### src/serial_port_pkg.sv
// shared constants for the async serial control port
package serial_port_pkg;
  // command word bit positions
  localparam int CMD_TX_ENABLE = 0;
  localparam int CMD_TERM_READY = 1;
  localparam int CMD_RX_ENABLE = 2;
  localparam int CMD_SEND_BREAK = 3;
  localparam int CMD_FAULT_CLEAR = 4;
  localparam int CMD_REQ_SEND = 5;
  localparam int CMD_INTERNAL_RESET = 6;
  localparam int CMD_HUNT_MODE = 7;
  // mode word fields
  localparam int MODE_FACTOR_LSB = 0;
  localparam int MODE_LEN_LSB = 2;
  localparam int MODE_PAR_EN = 4;
  localparam int MODE_PAR_EVEN = 5;
  localparam int MODE_STOP_LSB = 6;
  localparam logic [1:0] FACTOR_X16 = 2'h2;
  localparam logic [1:0] FACTOR_X64 = 2'h3;
  localparam logic [1:0] STOP_TWO = 2'h3;
  // status word bit positions
  localparam int ST_TX_READY = 0;
  localparam int ST_RX_READY = 1;
  localparam int ST_TX_EMPTY = 2;
  localparam int ST_PARITY_ERR = 3;
  localparam int ST_OVERRUN_ERR = 4;
  localparam int ST_FRAMING_ERR = 5;
  localparam int ST_CTS = 7;
  // reset values, fifo depth and state encodings
  localparam logic [7:0] MODE_RESET = 8'h00;
  localparam logic [7:0] CMD_RESET = 8'h00;
  localparam logic [6:0] DIV_RESET = 7'h00;
  localparam int TX_FIFO_DEPTH = 4;
  typedef enum logic [2:0] {TX_IDLE, TX_START, TX_DATA, TX_PAR, TX_STOP} tx_state_t;
  typedef enum logic [2:0] {RX_IDLE, RX_START, RX_DATA, RX_PAR, RX_STOP} rx_state_t;
endpackage

### src/char_fifo.sv
// small synchronous fifo with valid/ready on both sides
`timescale 1ns/100ps
`default_nettype none
module char_fifo #(
  parameter int WIDTH = 8,
  parameter int DEPTH = 4
) (
  input wire logic core_clk,
  input wire logic resetn,
  input wire logic in_valid,
  output logic in_ready,
  input wire logic [WIDTH-1:0] in_data,
  output logic out_valid,
  input wire logic out_ready,
  output logic [WIDTH-1:0] out_data
);
  localparam int AW = (DEPTH > 1) ? $clog2(DEPTH) : 1;
  logic [WIDTH-1:0] mem [DEPTH];
  logic [AW-1:0] wr_ptr_ff;
  logic [AW-1:0] rd_ptr_ff;
  logic [AW:0] count_ff;
  logic push;
  logic pop;

  // ****************************************
  // handshake
  // ****************************************
  assign in_ready = (count_ff != (AW+1)'(DEPTH));
  assign out_valid = (count_ff != '0);
  assign push = in_valid & in_ready;
  assign pop = out_valid & out_ready;
  assign out_data = mem[rd_ptr_ff];

  // storage has no reset, only pointers and count do
  always_ff @(posedge core_clk) begin
    if (push) begin
      mem[wr_ptr_ff] <= in_data;
    end
  end

  // pointers wrap at depth, which need not be a power of two
  always_ff @(posedge core_clk) begin
    if (!resetn) begin
      wr_ptr_ff <= '0;
      rd_ptr_ff <= '0;
      count_ff <= '0;
    end else begin
      if (push) begin
        wr_ptr_ff <= (wr_ptr_ff == AW'(DEPTH-1)) ? '0 : wr_ptr_ff + 1'b1;
      end
      if (pop) begin
        rd_ptr_ff <= (rd_ptr_ff == AW'(DEPTH-1)) ? '0 : rd_ptr_ff + 1'b1;
      end
      if (push && !pop) begin
        count_ff <= count_ff + 1'b1;
      end else if (pop && !push) begin
        count_ff <= count_ff - 1'b1;
      end
    end
  end
endmodule
`default_nettype wire

### src/async_serial_control_port.sv
// async serial transceiver channel with mode/command programming
`timescale 1ns/100ps
`default_nettype none
module async_serial_control_port #(
  parameter int FIFO_DEPTH = serial_port_pkg::TX_FIFO_DEPTH
) (
  input wire logic core_clk,
  input wire logic resetn,
  input wire logic host_cs,
  input wire logic host_cmd_sel,
  input wire logic host_wr,
  input wire logic host_rd,
  input wire logic [7:0] host_wdata,
  output logic [7:0] host_rdata,
  output logic tx_hold_ready,
  output logic rx_char_ready,
  input wire logic tx_bit_clock,
  input wire logic rx_bit_clock,
  output logic txd,
  input wire logic rxd,
  input wire logic cts_n,
  output logic rts_n,
  output logic dtr_n
);
  // ****************************************
  // decode helpers
  // ****************************************
  function automatic logic [6:0] bit_factor(input logic [1:0] code);
    case (code)
      serial_port_pkg::FACTOR_X16: bit_factor = 7'h10;
      serial_port_pkg::FACTOR_X64: bit_factor = 7'h40;
      default: bit_factor = 7'h01;
    endcase
  endfunction

  logic [7:0] mode_ff;
  logic [7:0] cmd_ff;
  logic mode_loaded_ff;
  logic [7:0] hold_ff;
  logic hold_full_ff;
  logic [7:0] rx_buf_ff;
  logic rx_full_ff;
  logic par_err_ff;
  logic ovr_err_ff;
  logic frm_err_ff;
  logic [7:0] rdata_ff;
  logic txd_ff;
  logic rts_n_ff;
  logic dtr_n_ff;

  logic ctl_wr;
  logic data_wr;
  logic ctl_rd;
  logic data_rd;
  logic soft_rst;
  logic fault_clear;
  logic [6:0] factor;
  logic [2:0] last_bit;
  logic par_en;
  logic par_even;
  logic [7:0] len_mask;

  assign ctl_wr = host_cs & host_wr & host_cmd_sel;
  assign data_wr = host_cs & host_wr & ~host_cmd_sel;
  assign ctl_rd = host_cs & host_rd & host_cmd_sel;
  assign data_rd = host_cs & host_rd & ~host_cmd_sel;
  // a command write with its reset bit set
  assign soft_rst = ctl_wr & mode_loaded_ff & host_wdata[serial_port_pkg::CMD_INTERNAL_RESET];
  assign fault_clear = ctl_wr & mode_loaded_ff & host_wdata[serial_port_pkg::CMD_FAULT_CLEAR];
  assign factor = bit_factor(mode_ff[serial_port_pkg::MODE_FACTOR_LSB +: 2]);
  assign last_bit = {1'b1, mode_ff[serial_port_pkg::MODE_LEN_LSB +: 2]};
  assign par_en = mode_ff[serial_port_pkg::MODE_PAR_EN];
  assign par_even = mode_ff[serial_port_pkg::MODE_PAR_EVEN];
  assign len_mask = 8'hFF >> (3'h3 - mode_ff[serial_port_pkg::MODE_LEN_LSB +: 2]);

  // ****************************************
  // programming sequence
  // ****************************************
  // mode word is only ever replaced right after a reset of either kind
  always_ff @(posedge core_clk) begin
    if (!resetn) begin
      mode_ff <= serial_port_pkg::MODE_RESET;
      mode_loaded_ff <= 1'b0;
    end else if (ctl_wr && !mode_loaded_ff) begin
      mode_ff <= host_wdata;
      mode_loaded_ff <= 1'b1;
    end else if (soft_rst) begin
      mode_loaded_ff <= 1'b0;
    end
  end

  // command word; hunt bit is stored but asynchronous framing ignores it
  always_ff @(posedge core_clk) begin
    if (!resetn) begin
      cmd_ff <= serial_port_pkg::CMD_RESET;
    end else if (soft_rst) begin
      cmd_ff <= serial_port_pkg::CMD_RESET;
    end else if (ctl_wr && mode_loaded_ff) begin
      cmd_ff <= host_wdata;
    end
  end

  // modem controls are low-active copies of the command bits
  always_ff @(posedge core_clk) begin
    if (!resetn) begin
      rts_n_ff <= 1'b1;
      dtr_n_ff <= 1'b1;
    end else begin
      rts_n_ff <= ~cmd_ff[serial_port_pkg::CMD_REQ_SEND];
      dtr_n_ff <= ~cmd_ff[serial_port_pkg::CMD_TERM_READY];
    end
  end

  // ****************************************
  // transmit holding register and fifo
  // ****************************************
  logic fifo_in_ready;
  logic fifo_out_valid;
  logic fifo_out_ready;
  logic [7:0] fifo_out_data;

  // unused high bits are dropped on the way in
  always_ff @(posedge core_clk) begin
    if (!resetn || soft_rst) begin
      hold_full_ff <= 1'b0;
      hold_ff <= 8'h00;
    end else if (data_wr && mode_loaded_ff && !hold_full_ff) begin
      hold_full_ff <= 1'b1;
      hold_ff <= host_wdata & len_mask;
    end else if (hold_full_ff && fifo_in_ready) begin
      hold_full_ff <= 1'b0;
    end
  end

  assign tx_hold_ready = mode_loaded_ff & ~hold_full_ff;

  char_fifo #(.WIDTH(8), .DEPTH(FIFO_DEPTH)) u_tx_fifo (
    .core_clk(core_clk),
    .resetn(resetn),
    .in_valid(hold_full_ff),
    .in_ready(fifo_in_ready),
    .in_data(hold_ff),
    .out_valid(fifo_out_valid),
    .out_ready(fifo_out_ready),
    .out_data(fifo_out_data)
  );

  // ****************************************
  // transmitter
  // ****************************************
  serial_port_pkg::tx_state_t tx_state_ff;
  logic tx_clk_q_ff;
  logic [6:0] tx_div_ff;
  logic tx_tick;
  logic [7:0] tx_sh_ff;
  logic tx_par_ff;
  logic [2:0] tx_cnt_ff;
  logic tx_line_ff;
  logic tx_go;

  // divider counts falling edges of the bit clock
  always_ff @(posedge core_clk) begin
    if (!resetn) begin
      tx_clk_q_ff <= 1'b1;
      tx_div_ff <= serial_port_pkg::DIV_RESET;
    end else begin
      tx_clk_q_ff <= tx_bit_clock;
      if (tx_clk_q_ff && !tx_bit_clock) begin
        tx_div_ff <= (tx_div_ff >= factor - 7'h01) ? 7'h00 : tx_div_ff + 7'h01;
      end
    end
  end

  assign tx_tick = tx_clk_q_ff & ~tx_bit_clock & (tx_div_ff >= factor - 7'h01);
  // start only with enable and clear to send both present
  assign tx_go = fifo_out_valid & cmd_ff[serial_port_pkg::CMD_TX_ENABLE] & ~cts_n;
  assign fifo_out_ready = tx_tick & tx_go &
    ((tx_state_ff == serial_port_pkg::TX_IDLE) ||
     (tx_state_ff == serial_port_pkg::TX_STOP &&
      tx_cnt_ff == {2'b00, mode_ff[serial_port_pkg::MODE_STOP_LSB +: 2] == serial_port_pkg::STOP_TWO}));

  // frame sequencer, every change lands on a bit tick
  always_ff @(posedge core_clk) begin
    if (!resetn) begin
      tx_state_ff <= serial_port_pkg::TX_IDLE;
      tx_line_ff <= 1'b1;
      tx_sh_ff <= 8'h00;
      tx_par_ff <= 1'b0;
      tx_cnt_ff <= 3'h0;
    end else if (fifo_out_ready) begin
      tx_state_ff <= serial_port_pkg::TX_START;
      tx_line_ff <= 1'b0;
      tx_sh_ff <= fifo_out_data;
      tx_par_ff <= par_even ? ^fifo_out_data : ~^fifo_out_data;
    end else if (tx_tick) begin
      case (tx_state_ff)
        serial_port_pkg::TX_START: begin
          tx_line_ff <= tx_sh_ff[0];
          tx_sh_ff <= tx_sh_ff >> 1;
          tx_cnt_ff <= 3'h0;
          tx_state_ff <= serial_port_pkg::TX_DATA;
        end
        serial_port_pkg::TX_DATA: begin
          if (tx_cnt_ff == last_bit) begin
            tx_cnt_ff <= 3'h0;
            tx_line_ff <= par_en ? tx_par_ff : 1'b1;
            tx_state_ff <= par_en ? serial_port_pkg::TX_PAR : serial_port_pkg::TX_STOP;
          end else begin
            tx_line_ff <= tx_sh_ff[0];
            tx_sh_ff <= tx_sh_ff >> 1;
            tx_cnt_ff <= tx_cnt_ff + 3'h1;
          end
        end
        serial_port_pkg::TX_PAR: begin
          tx_line_ff <= 1'b1;
          tx_state_ff <= serial_port_pkg::TX_STOP;
        end
        serial_port_pkg::TX_STOP: begin
          if (tx_cnt_ff == {2'b00, mode_ff[serial_port_pkg::MODE_STOP_LSB +: 2] ==
                            serial_port_pkg::STOP_TWO}) begin
            tx_state_ff <= serial_port_pkg::TX_IDLE;
          end else begin
            tx_cnt_ff <= tx_cnt_ff + 3'h1;
          end
        end
        default: begin
          tx_line_ff <= 1'b1;
          tx_state_ff <= serial_port_pkg::TX_IDLE;
        end
      endcase
    end
  end

  // break overrides the frame; output is registered so it never glitches
  always_ff @(posedge core_clk) begin
    if (!resetn) begin
      txd_ff <= 1'b1;
    end else begin
      txd_ff <= cmd_ff[serial_port_pkg::CMD_SEND_BREAK] ? 1'b0 : tx_line_ff;
    end
  end

  // ****************************************
  // receiver
  // ****************************************
  serial_port_pkg::rx_state_t rx_state_ff;
  logic rx_clk_q_ff;
  logic rx_rise;
  logic rx_line_q_ff;
  logic rx_armed_ff;
  logic [6:0] rx_div_ff;
  logic [6:0] rx_tgt_ff;
  logic rx_centre;
  logic [7:0] rx_sh_ff;
  logic [2:0] rx_cnt_ff;
  logic rx_done;
  logic rx_par_bad;
  logic rx_frm_bad;
  logic rx_en;

  assign rx_en = cmd_ff[serial_port_pkg::CMD_RX_ENABLE];
  assign rx_rise = ~rx_clk_q_ff & rx_bit_clock;
  assign rx_centre = rx_rise & (rx_state_ff != serial_port_pkg::RX_IDLE) &
    (rx_div_ff == rx_tgt_ff - 7'h01);
  assign rx_done = rx_centre & (rx_state_ff == serial_port_pkg::RX_STOP);
  assign rx_frm_bad = rx_done & ~rxd;
  assign rx_par_bad = rx_centre & (rx_state_ff == serial_port_pkg::RX_PAR) &
    (rxd != (par_even ? ^rx_sh_ff : ~^rx_sh_ff));

  // line history and the idle-high check that arms start detection
  always_ff @(posedge core_clk) begin
    if (!resetn) begin
      rx_clk_q_ff <= 1'b0;
      rx_line_q_ff <= 1'b0;
      rx_armed_ff <= 1'b0;
    end else begin
      rx_clk_q_ff <= rx_bit_clock;
      if (rx_rise) begin
        rx_line_q_ff <= rxd;
        if (rxd) begin
          rx_armed_ff <= 1'b1;
        end
      end
    end
  end

  // bit-centre counter: half a bit to the start centre, then whole bits
  always_ff @(posedge core_clk) begin
    if (!resetn) begin
      rx_state_ff <= serial_port_pkg::RX_IDLE;
      rx_div_ff <= serial_port_pkg::DIV_RESET;
      rx_tgt_ff <= 7'h01;
      rx_sh_ff <= 8'h00;
      rx_cnt_ff <= 3'h0;
    end else if (rx_rise) begin
      if (rx_state_ff == serial_port_pkg::RX_IDLE) begin
        if (rx_en && rx_armed_ff && rx_line_q_ff && !rxd) begin
          rx_div_ff <= 7'h00;
          rx_sh_ff <= 8'h00;
          rx_cnt_ff <= 3'h0;
          // 1x has no sub-bit timing, so the edge itself is taken as valid
          rx_tgt_ff <= (factor == 7'h01) ? 7'h01 : factor >> 1;
          rx_state_ff <= (factor == 7'h01) ? serial_port_pkg::RX_DATA :
                         serial_port_pkg::RX_START;
        end
      end else if (!rx_centre) begin
        rx_div_ff <= rx_div_ff + 7'h01;
      end else begin
        rx_div_ff <= 7'h00;
        rx_tgt_ff <= factor;
        case (rx_state_ff)
          serial_port_pkg::RX_START: begin
            // a spike that is gone by mid-bit is dropped
            rx_state_ff <= rxd ? serial_port_pkg::RX_IDLE : serial_port_pkg::RX_DATA;
          end
          serial_port_pkg::RX_DATA: begin
            rx_sh_ff[rx_cnt_ff] <= rxd;
            rx_cnt_ff <= rx_cnt_ff + 3'h1;
            if (rx_cnt_ff == last_bit) begin
              rx_state_ff <= par_en ? serial_port_pkg::RX_PAR : serial_port_pkg::RX_STOP;
            end
          end
          serial_port_pkg::RX_PAR: begin
            rx_state_ff <= serial_port_pkg::RX_STOP;
          end
          default: begin
            rx_state_ff <= serial_port_pkg::RX_IDLE;
          end
        endcase
      end
    end
  end

  // receive buffer; a load beats a same-cycle read
  always_ff @(posedge core_clk) begin
    if (!resetn || soft_rst) begin
      rx_buf_ff <= 8'h00;
      rx_full_ff <= 1'b0;
    end else if (rx_done) begin
      rx_buf_ff <= rx_sh_ff;
      rx_full_ff <= 1'b1;
    end else if (data_rd) begin
      rx_full_ff <= 1'b0;
    end
  end

  assign rx_char_ready = rx_full_ff & rx_en;

  // error flags: a new error wins over a clear in the same cycle
  always_ff @(posedge core_clk) begin
    if (!resetn || soft_rst) begin
      par_err_ff <= 1'b0;
      ovr_err_ff <= 1'b0;
      frm_err_ff <= 1'b0;
    end else begin
      par_err_ff <= rx_par_bad | (par_err_ff & ~fault_clear);
      ovr_err_ff <= (rx_done & rx_full_ff) | (ovr_err_ff & ~fault_clear);
      frm_err_ff <= rx_frm_bad | (frm_err_ff & ~fault_clear);
    end
  end

  // ****************************************
  // host read data
  // ****************************************
  always_ff @(posedge core_clk) begin
    if (!resetn) begin
      rdata_ff <= 8'h00;
    end else if (data_rd) begin
      rdata_ff <= rx_buf_ff;
    end else if (ctl_rd) begin
      rdata_ff <= 8'h00;
      rdata_ff[serial_port_pkg::ST_TX_READY] <= tx_hold_ready;
      rdata_ff[serial_port_pkg::ST_RX_READY] <= rx_char_ready;
      rdata_ff[serial_port_pkg::ST_TX_EMPTY] <= ~hold_full_ff & ~fifo_out_valid &
        (tx_state_ff == serial_port_pkg::TX_IDLE);
      rdata_ff[serial_port_pkg::ST_PARITY_ERR] <= par_err_ff;
      rdata_ff[serial_port_pkg::ST_OVERRUN_ERR] <= ovr_err_ff;
      rdata_ff[serial_port_pkg::ST_FRAMING_ERR] <= frm_err_ff;
      rdata_ff[serial_port_pkg::ST_CTS] <= ~cts_n;
    end
  end

  assign host_rdata = rdata_ff;
  assign txd = txd_ff;
  assign rts_n = rts_n_ff;
  assign dtr_n = dtr_n_ff;
endmodule
`default_nettype wire

### config.mk
export PLATFORM = sky130hd
export DESIGN_NAME = async_serial_control_port
export DESIGN_NICKNAME = d
export VERILOG_FILES = /design/src/serial_port_pkg.sv /design/src/char_fifo.sv /design/src/async_serial_control_port.sv
export SDC_FILE = /design/constraint.sdc
export NUM_CORES = 1
export LEC_CHECK = 0
export ABC_CLOCK_PERIOD_IN_PS = 4200
export BUFFER_PORTS_ARGS = -buffer_cell sky130_fd_sc_hd__buf_2
export CORE_MARGIN = 4
export CORE_UTILIZATION = 25
export DETAILED_ROUTE_END_ITERATION = 10
export SLEW_MARGIN = 30
export SYNTH_ARGS = -nofsm -noshare
export SYNTH_HDL_FRONTEND = slang
export SYNTH_HIERARCHICAL = 1
export SYNTH_SLANG_ARGS = --single-unit
export TNS_END_PERCENT = 5
### constraint.sdc
create_clock -name core_clk -period 4.2 [get_ports core_clk]
set_clock_uncertainty 0.05 [all_clocks]
set_input_delay 0.21 -clock core_clk [delete_from_list [all_inputs] [get_ports core_clk]]
set_output_delay 0.21 -clock core_clk [all_outputs]
set_load 0.05 [all_outputs]
==> out/qor.csv, run 1 <==
metric,value,unit
status,completed,
nets in the synthesized netlist,711,
Tmin final,3380,ps
synth-to-layout area growth,17.6,%
Final setup violation count,0,
cell class contributing the biggest share of worst-path delay,adder cells,
I/O pin cnt,31,
Core ar.,0.0253,sq mm
worst stage delay on the critical path,440,ps
"critical path, cell by cell",nand2_1 > ha_1 > a21oi_1 > nor2b_1 > o31ai_1 > nor2_1 > o31ai_1 > ha_1 > inv_1 > fa_1 > xor2_1 > or3_2 > a21boi_0,
drt via density,4.83,
DR WL/cell,14.5,um
fmax,296,MHz
share of cells above drive strength 1,13.1,%
largest net degree at the start of global routing,60,
die width,169,um
synth top area cells,"dfxtp_1 (33%), edfxtp_1 (15%), nand2_1 (5.6%), a21oi_1 (3.7%), mux2i_1 (3.2%)",
Syn. warnings,6,
n_diodes,0,
most common cell in the netlist,dfxtp_1,
distinct cell type count of the synthesized netlist,70,
Initial Util,25.6,%
Inst Count DP,1011,
Post-CTS Setup Inserts,0,
crit path launch type,register,
register area share after synthesis,48.1,%
Crit Path Max Fanout,8,
Mean Syn Cell Area,9.57,sq um
clock root buffer,clkbuf_16,
post-route DRC violation count,0,
Final Hold Viols,0,
synthesized area,0.00649,sq mm
Max-slew headroom,51.4,%
instance count of the mapped netlist,678,
PostCTS Resize Cnt,0,
1st-pass router iterations,4,
Worst Hold Class,in -> reg,
"Slowest-stage cell, CP",dfxtp_1,
filler cell count,2593,
Setup crit end kind,register,
CTS tree,yes,
top post-synthesis cells by count,"dfxtp_1 (108), nand2_1 (97), a21oi_1 (48)",
Async SR Flop Fraction,0,%
initial antenna violation count,0,
placed cell areas,0.00698,sq mm
RSZ-0062 raised after global routing,false,
Clock Sinks,140,
pwr dens,412,mW/mm^2
max-slew violations,0,
Port Buffers,30,
Layout Cells excl Fill,1045,
Num CTS Buffers,17,
DR iter-0 viols,276,
largest area contributor in the netlist,dfxtp_1,
synthesized flop and latch total,140,
HPWL after detailed placement,10600,um
latest clock arrival within the worst-skew pair,420,ps
kind of critical path,reg -> reg,
Critical Path AT,3670,ps
grt ovf,0,
Worst VDD drop,0.000245,V
"EDFF count, synth",32,
num rows,58,
Lkg Pwr,2.64,nW
WP data required,4490,ps
first-pass GRT wire length,25100,um
Buf/Inv on CP,1,
design area,0.00763,sq mm
Worst-path clk slew,60,ps
Max clock buf depth,2,
Final period util,80.5,%
GRT Total Usage,11.0,%
Die H,169,um
vias in the first global route,4732,
"Hold-fix buffers, CTS",2,
htree depth,4,
top-area cell type share of the netlist area,33.3,%
Post-Route WL,15100,um
Most used DFF post-synth,dfxtp_1,
Worst Tran Pin Value,723,ps
Sum Neg Setup Slack,0,ps
routability cong.,0.787,
Vias,5043,
Antenna Nets Post-Route,0,
Max Cap Viol,0,
Final #Nets,735,
die area,0.0286,sq mm
[final timing paths]
path                                 from                                  to  slack (ps)  depth (start not counted)
setup / recovery  mode_ff[1]$_SDFFE_PN0P_  u_tx_fifo/count_ff[2]$_SDFFE_PN0P_         820                         13
hold / removal              host_wdata[5]             mode_ff[5]$_SDFFE_PN0P_          20                          3
setup reg to reg  mode_ff[1]$_SDFFE_PN0P_  u_tx_fifo/count_ff[2]$_SDFFE_PN0P_         820                         13
hold reg to reg    cmd_ff[5]$_SDFFE_PP0P_                    rts_n$_SDFF_PN1_         350                          1
[kinds of logic (layout without fill, tap and decap cells)]
| kind of cell | Yosys count | in the layout | share of synthesized area (%) |
|---|---|---|---|
| flip-flops | 140 | 140 | 48.1 |
| AO/OA/AOI/OAI | 137 | 137 | 13.8 |
| adder cells (fa/ha/maj) | 15 | 15 | 3.01 |
| buffers and inverters | 53 | 90 | 3.30 |
| other | 1 | 1 | 0.0578 |
| multiplexers | 30 | 30 | 6.19 |
| XOR/XNOR | 38 | 38 | 5.34 |
| AND/OR/NAND/NOR | 264 | 264 | 20.2 |
[power by group]
part           internal (mW)  total, mW  switching [mW]
sequential              1.39       1.40          0.0133
clock                   1.05       1.61           0.564
combinational         0.0398      0.132          0.0924
[worst min-delay path: stages]
cell and delay, ps:
buf_2 130, nand2_1 60, a21oi_1 50
[stage by stage]
step | total power, mW | hold slack, ps | setup WS, ps | utilization [%]
after floorplan | 1.51 | 261 | 793 | -
after global placement | 1.56 | 346 | 872 | 27.5
after detailed placement | 1.56 | 342 | 820 | 27.5
after CTS | 3.18 | 1.85 | 769 | 30.1
after global routing | 3.25 | 21.6 | 581 | 30.1
final | 3.14 | 21.6 | 817 | 30.1
[layout make-up]
class                           count  area (sq um)  share of cell area [%]
Tap cell                          330           413                    5.41
Timing Repair Buffer               43           253                    3.31
Clock buffer                       20           437                    5.72
Sequential cell                   140          3120                    40.9
Clock inverter                     12           194                    2.54
Multi-Input combinational cell    485          3150                    41.3
Inverter                           15          56.3                   0.738
[registers in the layout, indices dropped and copies added, names as in the netlist, 2 cells and up, named ones only]
signal               cells
u_tx_fifo/rd_ptr_ff      2
tx_cnt_ff                3
tx_state_ff              3
host_rdata               8
rx_state_ff              3
u_tx_fifo/count_ff       3
cmd_ff                   5
rx_sh_ff                 8
rx_div_ff                7
u_tx_fifo/mem           32
rx_tgt_ff                5
tx_sh_ff                 8
tx_div_ff                7
u_tx_fifo/wr_ptr_ff      2
mode_ff                  8
rx_cnt_ff                3
hold_ff                  8
rx_buf_ff                8
[layer usage]
| layer | GRT usage [%] | share of wire, % | vias to the layer above |
|---|---|---|---|
| li1 | - | - | 2510 |
| met5 | 0 | 0 | - |
| met4 | 4.69 | 2.0 | 0 |
| met3 | 2.50 | 4.8 | 20 |
| met2 | 16.7 | 45 | 117 |
| met1 | 15.1 | 48 | 2396 |
[placed cells by master (no fill, tap or decap), types with 3 or more instances in the layout]
cell type	count
o211ai_1	4
mux2i_1	21
and3_1	4
nor2_1	42
a211o_1	3
xnor2_1	21
dfxtp_1	108
or3_1	4
nand2b_1	10
nand2_1	96
nand3_1	20
and2_1	5
buf_2	30
buf_4	11
o221ai_1	7
clkbuf_16	17
a31oi_1	8
bufinv_16	5
mux4_2	8
and3_2	4
nor3_1	16
nor2b_1	10
a211oi_1	9
a21oi_1	48
or4_1	3
ha_1	14
edfxtp_1	32
clkbuf_1	3
inv_1	15
o21ai_0	23
o31ai_1	6
nor3b_1	3
nand4_1	27
nor4_1	3
xor2_1	16
clkinv_2	3
(Power assumes the default switching activity.)
==> run 2, diff against run 1 <==
--- a/config.mk
+++ b/config.mk
@@ -5,7 +5,7 @@
 export SDC_FILE = /design/constraint.sdc
 export NUM_CORES = 1
 export LEC_CHECK = 0
-export ABC_CLOCK_PERIOD_IN_PS = 4200
+export ABC_CLOCK_PERIOD_IN_PS = 3000
 export BUFFER_PORTS_ARGS = -buffer_cell sky130_fd_sc_hd__buf_2
 export CORE_MARGIN = 4
 export CORE_UTILIZATION = 25
==> constraint.sdc (replaced) <==
create_clock -name core_clk -period 3 [get_ports core_clk]
set_clock_uncertainty 0.05 [all_clocks]
set_input_delay 0.15 -clock core_clk [delete_from_list [all_inputs] [get_ports core_clk]]
set_output_delay 0.15 -clock core_clk [all_outputs]
set_load 0.05 [all_outputs]
==> out/qor.csv, run 2 (synthesis gave the netlist of run 1 again) <==
metric,value,unit,change
status,completed,,unchanged
Crit Path Max Fanout,3,,was 8
max reg flops,32,,unchanged
die area,0.0286,sq mm,unchanged
synth-to-layout area growth,20.8,%,was 17.6%
Tmin final,2840,ps,was 3380 ps
Layout Cells excl Fill,1070,,was 1045
Antenna Nets Post-Route,0,,unchanged
CTS tree,yes,,unchanged
routability cong.,0.818,,was 0.787
Max clock buf depth,2,,unchanged
die width,169,um,unchanged
Clock Sinks,140,,unchanged
WP data required,3320,ps,was 4490 ps
Worst-path clk slew,70,ps,was 60 ps
clock root buffer,clkbuf_16,,unchanged
vias in the first global route,4998,,was 4732
Net Switching,1.10,mW,was 0.669 mW
Worst VDD drop,0.000378,V,was 0.000245 V
kind of critical path,reg -> reg,,unchanged
GRT Total Usage,11.3,%,was 11.0%
Vias,5213,,was 5043
Final #Nets,760,,was 735
pwr dens,539,mW/mm^2,was 412 mW/mm^2
"Most flops, register",u_tx_fifo/mem,,unchanged
n_diodes,0,,unchanged
DR iter-0 viols,354,,was 276
Worst Tran Pin Value,676,ps,was 723 ps
Pint,3.13,mW,was 2.47 mW
largest net degree at the start of global routing,60,,unchanged
Max-slew headroom,54.9,%,was 51.4%
Worst Hold Class,in -> reg,,unchanged
Setup crit end kind,register,,unchanged
DR WL/cell,14.4,um,was 14.5 um
share of cells above drive strength 1,16.5,%,was 13.1%
Final period util,94.6,%,was 80.5%
Num CTS Buffers,17,,unchanged
Initial Util,25.6,%,unchanged
Inst Count DP,1026,,was 1011
clock network power share,48.8,%,was 51.3%
most frequent cells in the layout,"dfxtp_1 (106), nand2_1 (97), a21oi_1 (48)",,"was dfxtp_1 (108), nand2_1 (96), a21oi_1 (48)"
Die H,169,um,unchanged
Final setup violation count,0,,unchanged
Final Hold Viols,0,,unchanged
initial antenna violation count,0,,unchanged
Sw Ratio,26.0,%,was 21.3%
HPWL after detailed placement,10800,um,was 10600 um
drt via density,4.87,,was 4.83
Max Cap Viol,0,,unchanged
htree depth,4,,unchanged
latest clock arrival within the worst-skew pair,430,ps,was 420 ps
num rows,58,,unchanged
share of power burned in registers,46.2,%,was 44.5%
Core ar.,0.0253,sq mm,unchanged
I/O pin cnt,31,,unchanged
fmax,352,MHz,was 296 MHz
Port Buffers,30,,unchanged
Lkg Pwr,2.74,nW,was 2.64 nW
"commonest non-fill, non-tap cell in the layout",dfxtp_1,,unchanged
RSZ-0062 raised after global routing,false,,unchanged
1st-pass router iterations,5,,was 4
crit path launch type,register,,unchanged
Critical Path AT,3160,ps,was 3670 ps
Total Power,4.23,mW,was 3.14 mW
max-slew violations,0,,unchanged
post-route DRC violation count,0,,unchanged
first-pass GRT wire length,25800,um,was 25100 um
grt ovf,0,,unchanged
Post-Route WL,15400,um,was 15100 um
Comb power frac,4.9,%,was 4.2%
[run 2: worst paths after layout]
path / start / endpoint / cells after the start / slack, ps
max reg2reg: mode_ff[1]$_SDFFE_PN0P_ / u_tx_fifo/count_ff[2]$_SDFFE_PN0P_ / 14 / 160
min reg2reg: cmd_ff[5]$_SDFFE_PP0P_ / rts_n$_SDFF_PN1_ / 1 / 380
max: mode_ff[1]$_SDFFE_PN0P_ / u_tx_fifo/count_ff[2]$_SDFFE_PN0P_ / 14 / 160
min: rxd / rx_line_q_ff$_SDFFE_PN0P_ / 3 / 30
[run 2: power by group through the flow]
stage / clock network (mW) / registers (mW) / logic (mW)
4_1_cts: 2.12 / 1.95 / 0.208
3_5_place_dp: 0 / 2.00 / 0.195
6_report: 2.06 / 1.95 / 0.209
3_3_place_gp: 0 / 2.00 / 0.194
2_1_floorplan: 0 / 2.01 / 0.108
5_1_grt: 2.20 / 1.95 / 0.229
[run 2: layout make-up]
type / instances / area [sq um]
Tap cell: 330 / 413
Inverter: 15 / 56.3
Multi-Input combinational cell: 485 / 3190
Clock buffer: 17 / 425
Clock inverter: 15 / 161
Timing Repair Buffer: 68 / 460
Fill cell: 2586 / 17500
Sequential cell: 140 / 3130
[run 2: repair_timing]
item,CTS,global route
setup buffers,1,1
gates cloned,0,0
endpoints found under the hold margin,23,0
pin swaps,1,4
setup endpoints to repair,1,1
hold buffers,10,0
gates resized for setup,0,5
[run 2: metrics by stage]
| stage | hold slack (ps) | setup TNS (ps) | utilization (%) | setup WS [ps] | area (sq um) |
|---|---|---|---|---|---|
| 6_report | 27.3 | 0 | 30.9 | 162 | 7840 |
| 5_1_grt | 61.2 | 0 | 30.9 | 52.4 | 7840 |
| 4_1_cts | 2.89 | 0 | 30.9 | 13.9 | 7820 |
| 3_5_place_dp | 313 | -44.6 | 28.1 | -44.6 | 7120 |
| 3_3_place_gp | 301 | -27.8 | 28.1 | -27.8 | 7120 |
| 2_1_floorplan | 201 | 0 | - | 13.7 | 6520 |
[run 2: worst max-delay path, stage by stage (launching register included)]
cell      delay (ps)
dfxtp_2          330
buf_4            100
nand2_1           70
ha_1             270
nand3_1           70
a21oi_1           70
o31ai_4          320
nor2_4            80
o31ai_4           70
ha_2             220
inv_1             60
fa_2             380
xor2_1           150
or3_2            420
a21boi_2         120
[run 2: routing by layer]
layer,GRT usage (%),share of wire (%),wire (um)
met5,0,0,0
met4,4.34,1.4,218
met3,2.69,5.4,833
met2,17.0,45,6960
met1,15.6,48,7350
==> run 3, diff against run 2 <==
--- a/config.mk
+++ b/config.mk
@@ -10,6 +10,7 @@
 export CORE_MARGIN = 4
 export CORE_UTILIZATION = 25
 export DETAILED_ROUTE_END_ITERATION = 10
+export GPL_TIMING_DRIVEN = 0
 export SLEW_MARGIN = 30
 export SYNTH_ARGS = -nofsm -noshare
 export SYNTH_HDL_FRONTEND = slang
==> out/qor.csv, run 3 (synthesis gave the netlist of run 1 again) <==
metric,value,unit,change
Max clock buf depth,2,,unchanged
Final setup violation count,0,,unchanged
routability cong.,0.842,,was 0.818
grt ovf,0,,unchanged
Num CTS Buffers,17,,unchanged
CP startpoint,mode_ff[1]$_SDFFE_PN0P_,,unchanged
vias in the first global route,4987,,was 4998
n_diodes,0,,unchanged
latest clock arrival within the worst-skew pair,420,ps,was 430 ps
pwr dens,545,mW/mm^2,was 539 mW/mm^2
largest net degree at the start of global routing,17,,was 60
1st-pass router iterations,6,,was 5
Worst-path clk slew,60,ps,was 70 ps
Final period util,95.1,%,was 94.6%
synth-to-layout area growth,21.3,%,was 20.8%
Initial Util,25.6,%,unchanged
Antenna Nets Post-Route,0,,unchanged
Lkg Pwr,2.69,nW,was 2.74 nW
initial antenna violation count,0,,unchanged
design area,0.00787,sq mm,was 0.00784 sq mm
DR iter-0 viols,498,,was 354
"Most flops, register",u_tx_fifo/mem,,unchanged
"commonest non-fill, non-tap cell in the layout",dfxtp_1,,unchanged
clock root buffer,clkbuf_16,,unchanged
Setup crit end kind,register,,unchanged
share of cells above drive strength 1,14.0,%,was 16.5%
Inst Count DP,1037,,was 1026
Clock Sinks,140,,unchanged
CTS tree,yes,,unchanged
first-pass GRT wire length,26600,um,was 25800 um
Vias,5190,,was 5213
max-slew violations,0,,unchanged
drt via density,4.78,,was 4.87
crit path launch type,register,,unchanged
fmax,351,MHz,was 352 MHz
RSZ-0062 raised after global routing,false,,unchanged
most frequent cells in the layout,"dfxtp_1 (105), nand2_1 (96), a21oi_1 (47)",,"was dfxtp_1 (106), nand2_1 (97), a21oi_1 (48)"
status,completed,,unchanged
Worst Hold Class,in -> reg,,unchanged
Worst Tran Pin Value,677,ps,was 676 ps
Max-slew headroom,54.8,%,was 54.9%
I/O pin cnt,31,,unchanged
Core ar.,0.0253,sq mm,unchanged
GRT Total Usage,11.7,%,was 11.3%
die area,0.0286,sq mm,unchanged
Layout Cells excl Fill,1085,,was 1070
Crit Path Max Fanout,4,,was 3
max reg flops,32,,unchanged
Worst VDD drop,0.000473,V,was 0.000378 V
HPWL after detailed placement,11300,um,was 10800 um
DR WL/cell,14.8,um,was 14.4 um
num rows,58,,unchanged
kind of critical path,reg -> reg,,unchanged
HP Start,host_rd,,was rxd
Max Cap Viol,0,,unchanged
Final #Nets,775,,was 760
reg-to-reg startpoint,mode_ff[1]$_SDFFE_PN0P_,,unchanged
Post-Route WL,16100,um,was 15400 um
die width,169,um,unchanged
Port Buffers,29,,was 30
post-route DRC violation count,0,,unchanged
Critical Path AT,3170,ps,was 3160 ps
WP data required,3310,ps,was 3320 ps
Final Hold Viols,0,,unchanged
placed cell areas,0.00708,sq mm,was 0.00712 sq mm
Tmin final,2850,ps,was 2840 ps
Die H,169,um,unchanged
htree depth,4,,unchanged
## run 3: cell count changes in the layout (fill, tap and decap cells not counted), moves of 3 or more
| cell | change |
|---|---|
| inv_6 | -3 |
| buf_4 | -21 |
| clkbuf_1 | +31 |
| buf_1 | +5 |
| bufinv_16 | +3 |
| inv_8 | -6 |
## run 3: timing repair
action	in CTS	in global routing
endpoints found under the hold margin	21	0
setup endpoints to repair	1	1
buffers inserted	3	3
pin swaps	4	4
hold buffers	10	0
gates resized for setup	6	6
## run 3: layout make-up
| type | instances | area [sq um] |
|---|---|---|
| repair buffers | 45 | 290 |
| multi-input cells | 485 | 3220 |
| clock buffers | 20 | 437 |
| well taps | 330 | 413 |
| fillers | 2594 | 17500 |
| flip-flops and latches | 140 | 3130 |
| clock inverters | 12 | 163 |
| inverters | 15 | 56.3 |
| plain buffers | 38 | 158 |
## run 3: path summary, 6_finish.rpt
path / cells after the start / slack (ps) / end
hold / removal: 4 / 20 / host_rdata[7]$_SDFFE_PN0P_
setup / recovery: 13 / 150 / u_tx_fifo/count_ff[2]$_SDFFE_PN0P_
setup reg to reg: 13 / 150 / u_tx_fifo/count_ff[2]$_SDFFE_PN0P_
hold reg to reg: 1 / 370 / rts_n$_SDFF_PN1_
## run 3: power breakdown
group          switching, mW  internal (mW)
Sequential            0.0156           1.94
Clock                  0.808           1.32
Combinational          0.145         0.0675
Total                  0.969           3.32
## run 3: stage by stage
stage                     setup TNS (ps)  worst slack [ps]  hold WS (ps)  power, mW  util (%)
after global routing                   0              4.43          46.3       4.44      31.1
after global placement              -347              -347           304       2.19      28.0
final                                  0               147          16.3       4.29      31.1
after floorplan                        0              13.7           201       2.12         -
after CTS                              0              8.35          6.97       4.34      30.9
after detailed placement            -405              -405           302       2.19      28.0
## run 3: layer usage
| metal | GRT usage (%) | wire [um] | vias to the layer above |
|---|---|---|---|
| met5 | 0 | 0 | - |
| met4 | 4.34 | 313 | 0 |
| met3 | 2.62 | 742 | 23 |
| met2 | 17.4 | 7160 | 118 |
| met1 | 16.6 | 7900 | 2463 |
| li1 | - | - | 2586 |
## run 3: critical path: stages (launching register included)
cell and delay (ps):
dfxtp_4 370, nand2_1 100, ha_4 240, a21oi_2 120, nor2b_1 90, o31ai_4 270, nor2_4 90, o31ai_4 70
ha_2 210, inv_1 50, fa_1 420, xor2_1 160, or3_2 420, a21boi_2 120
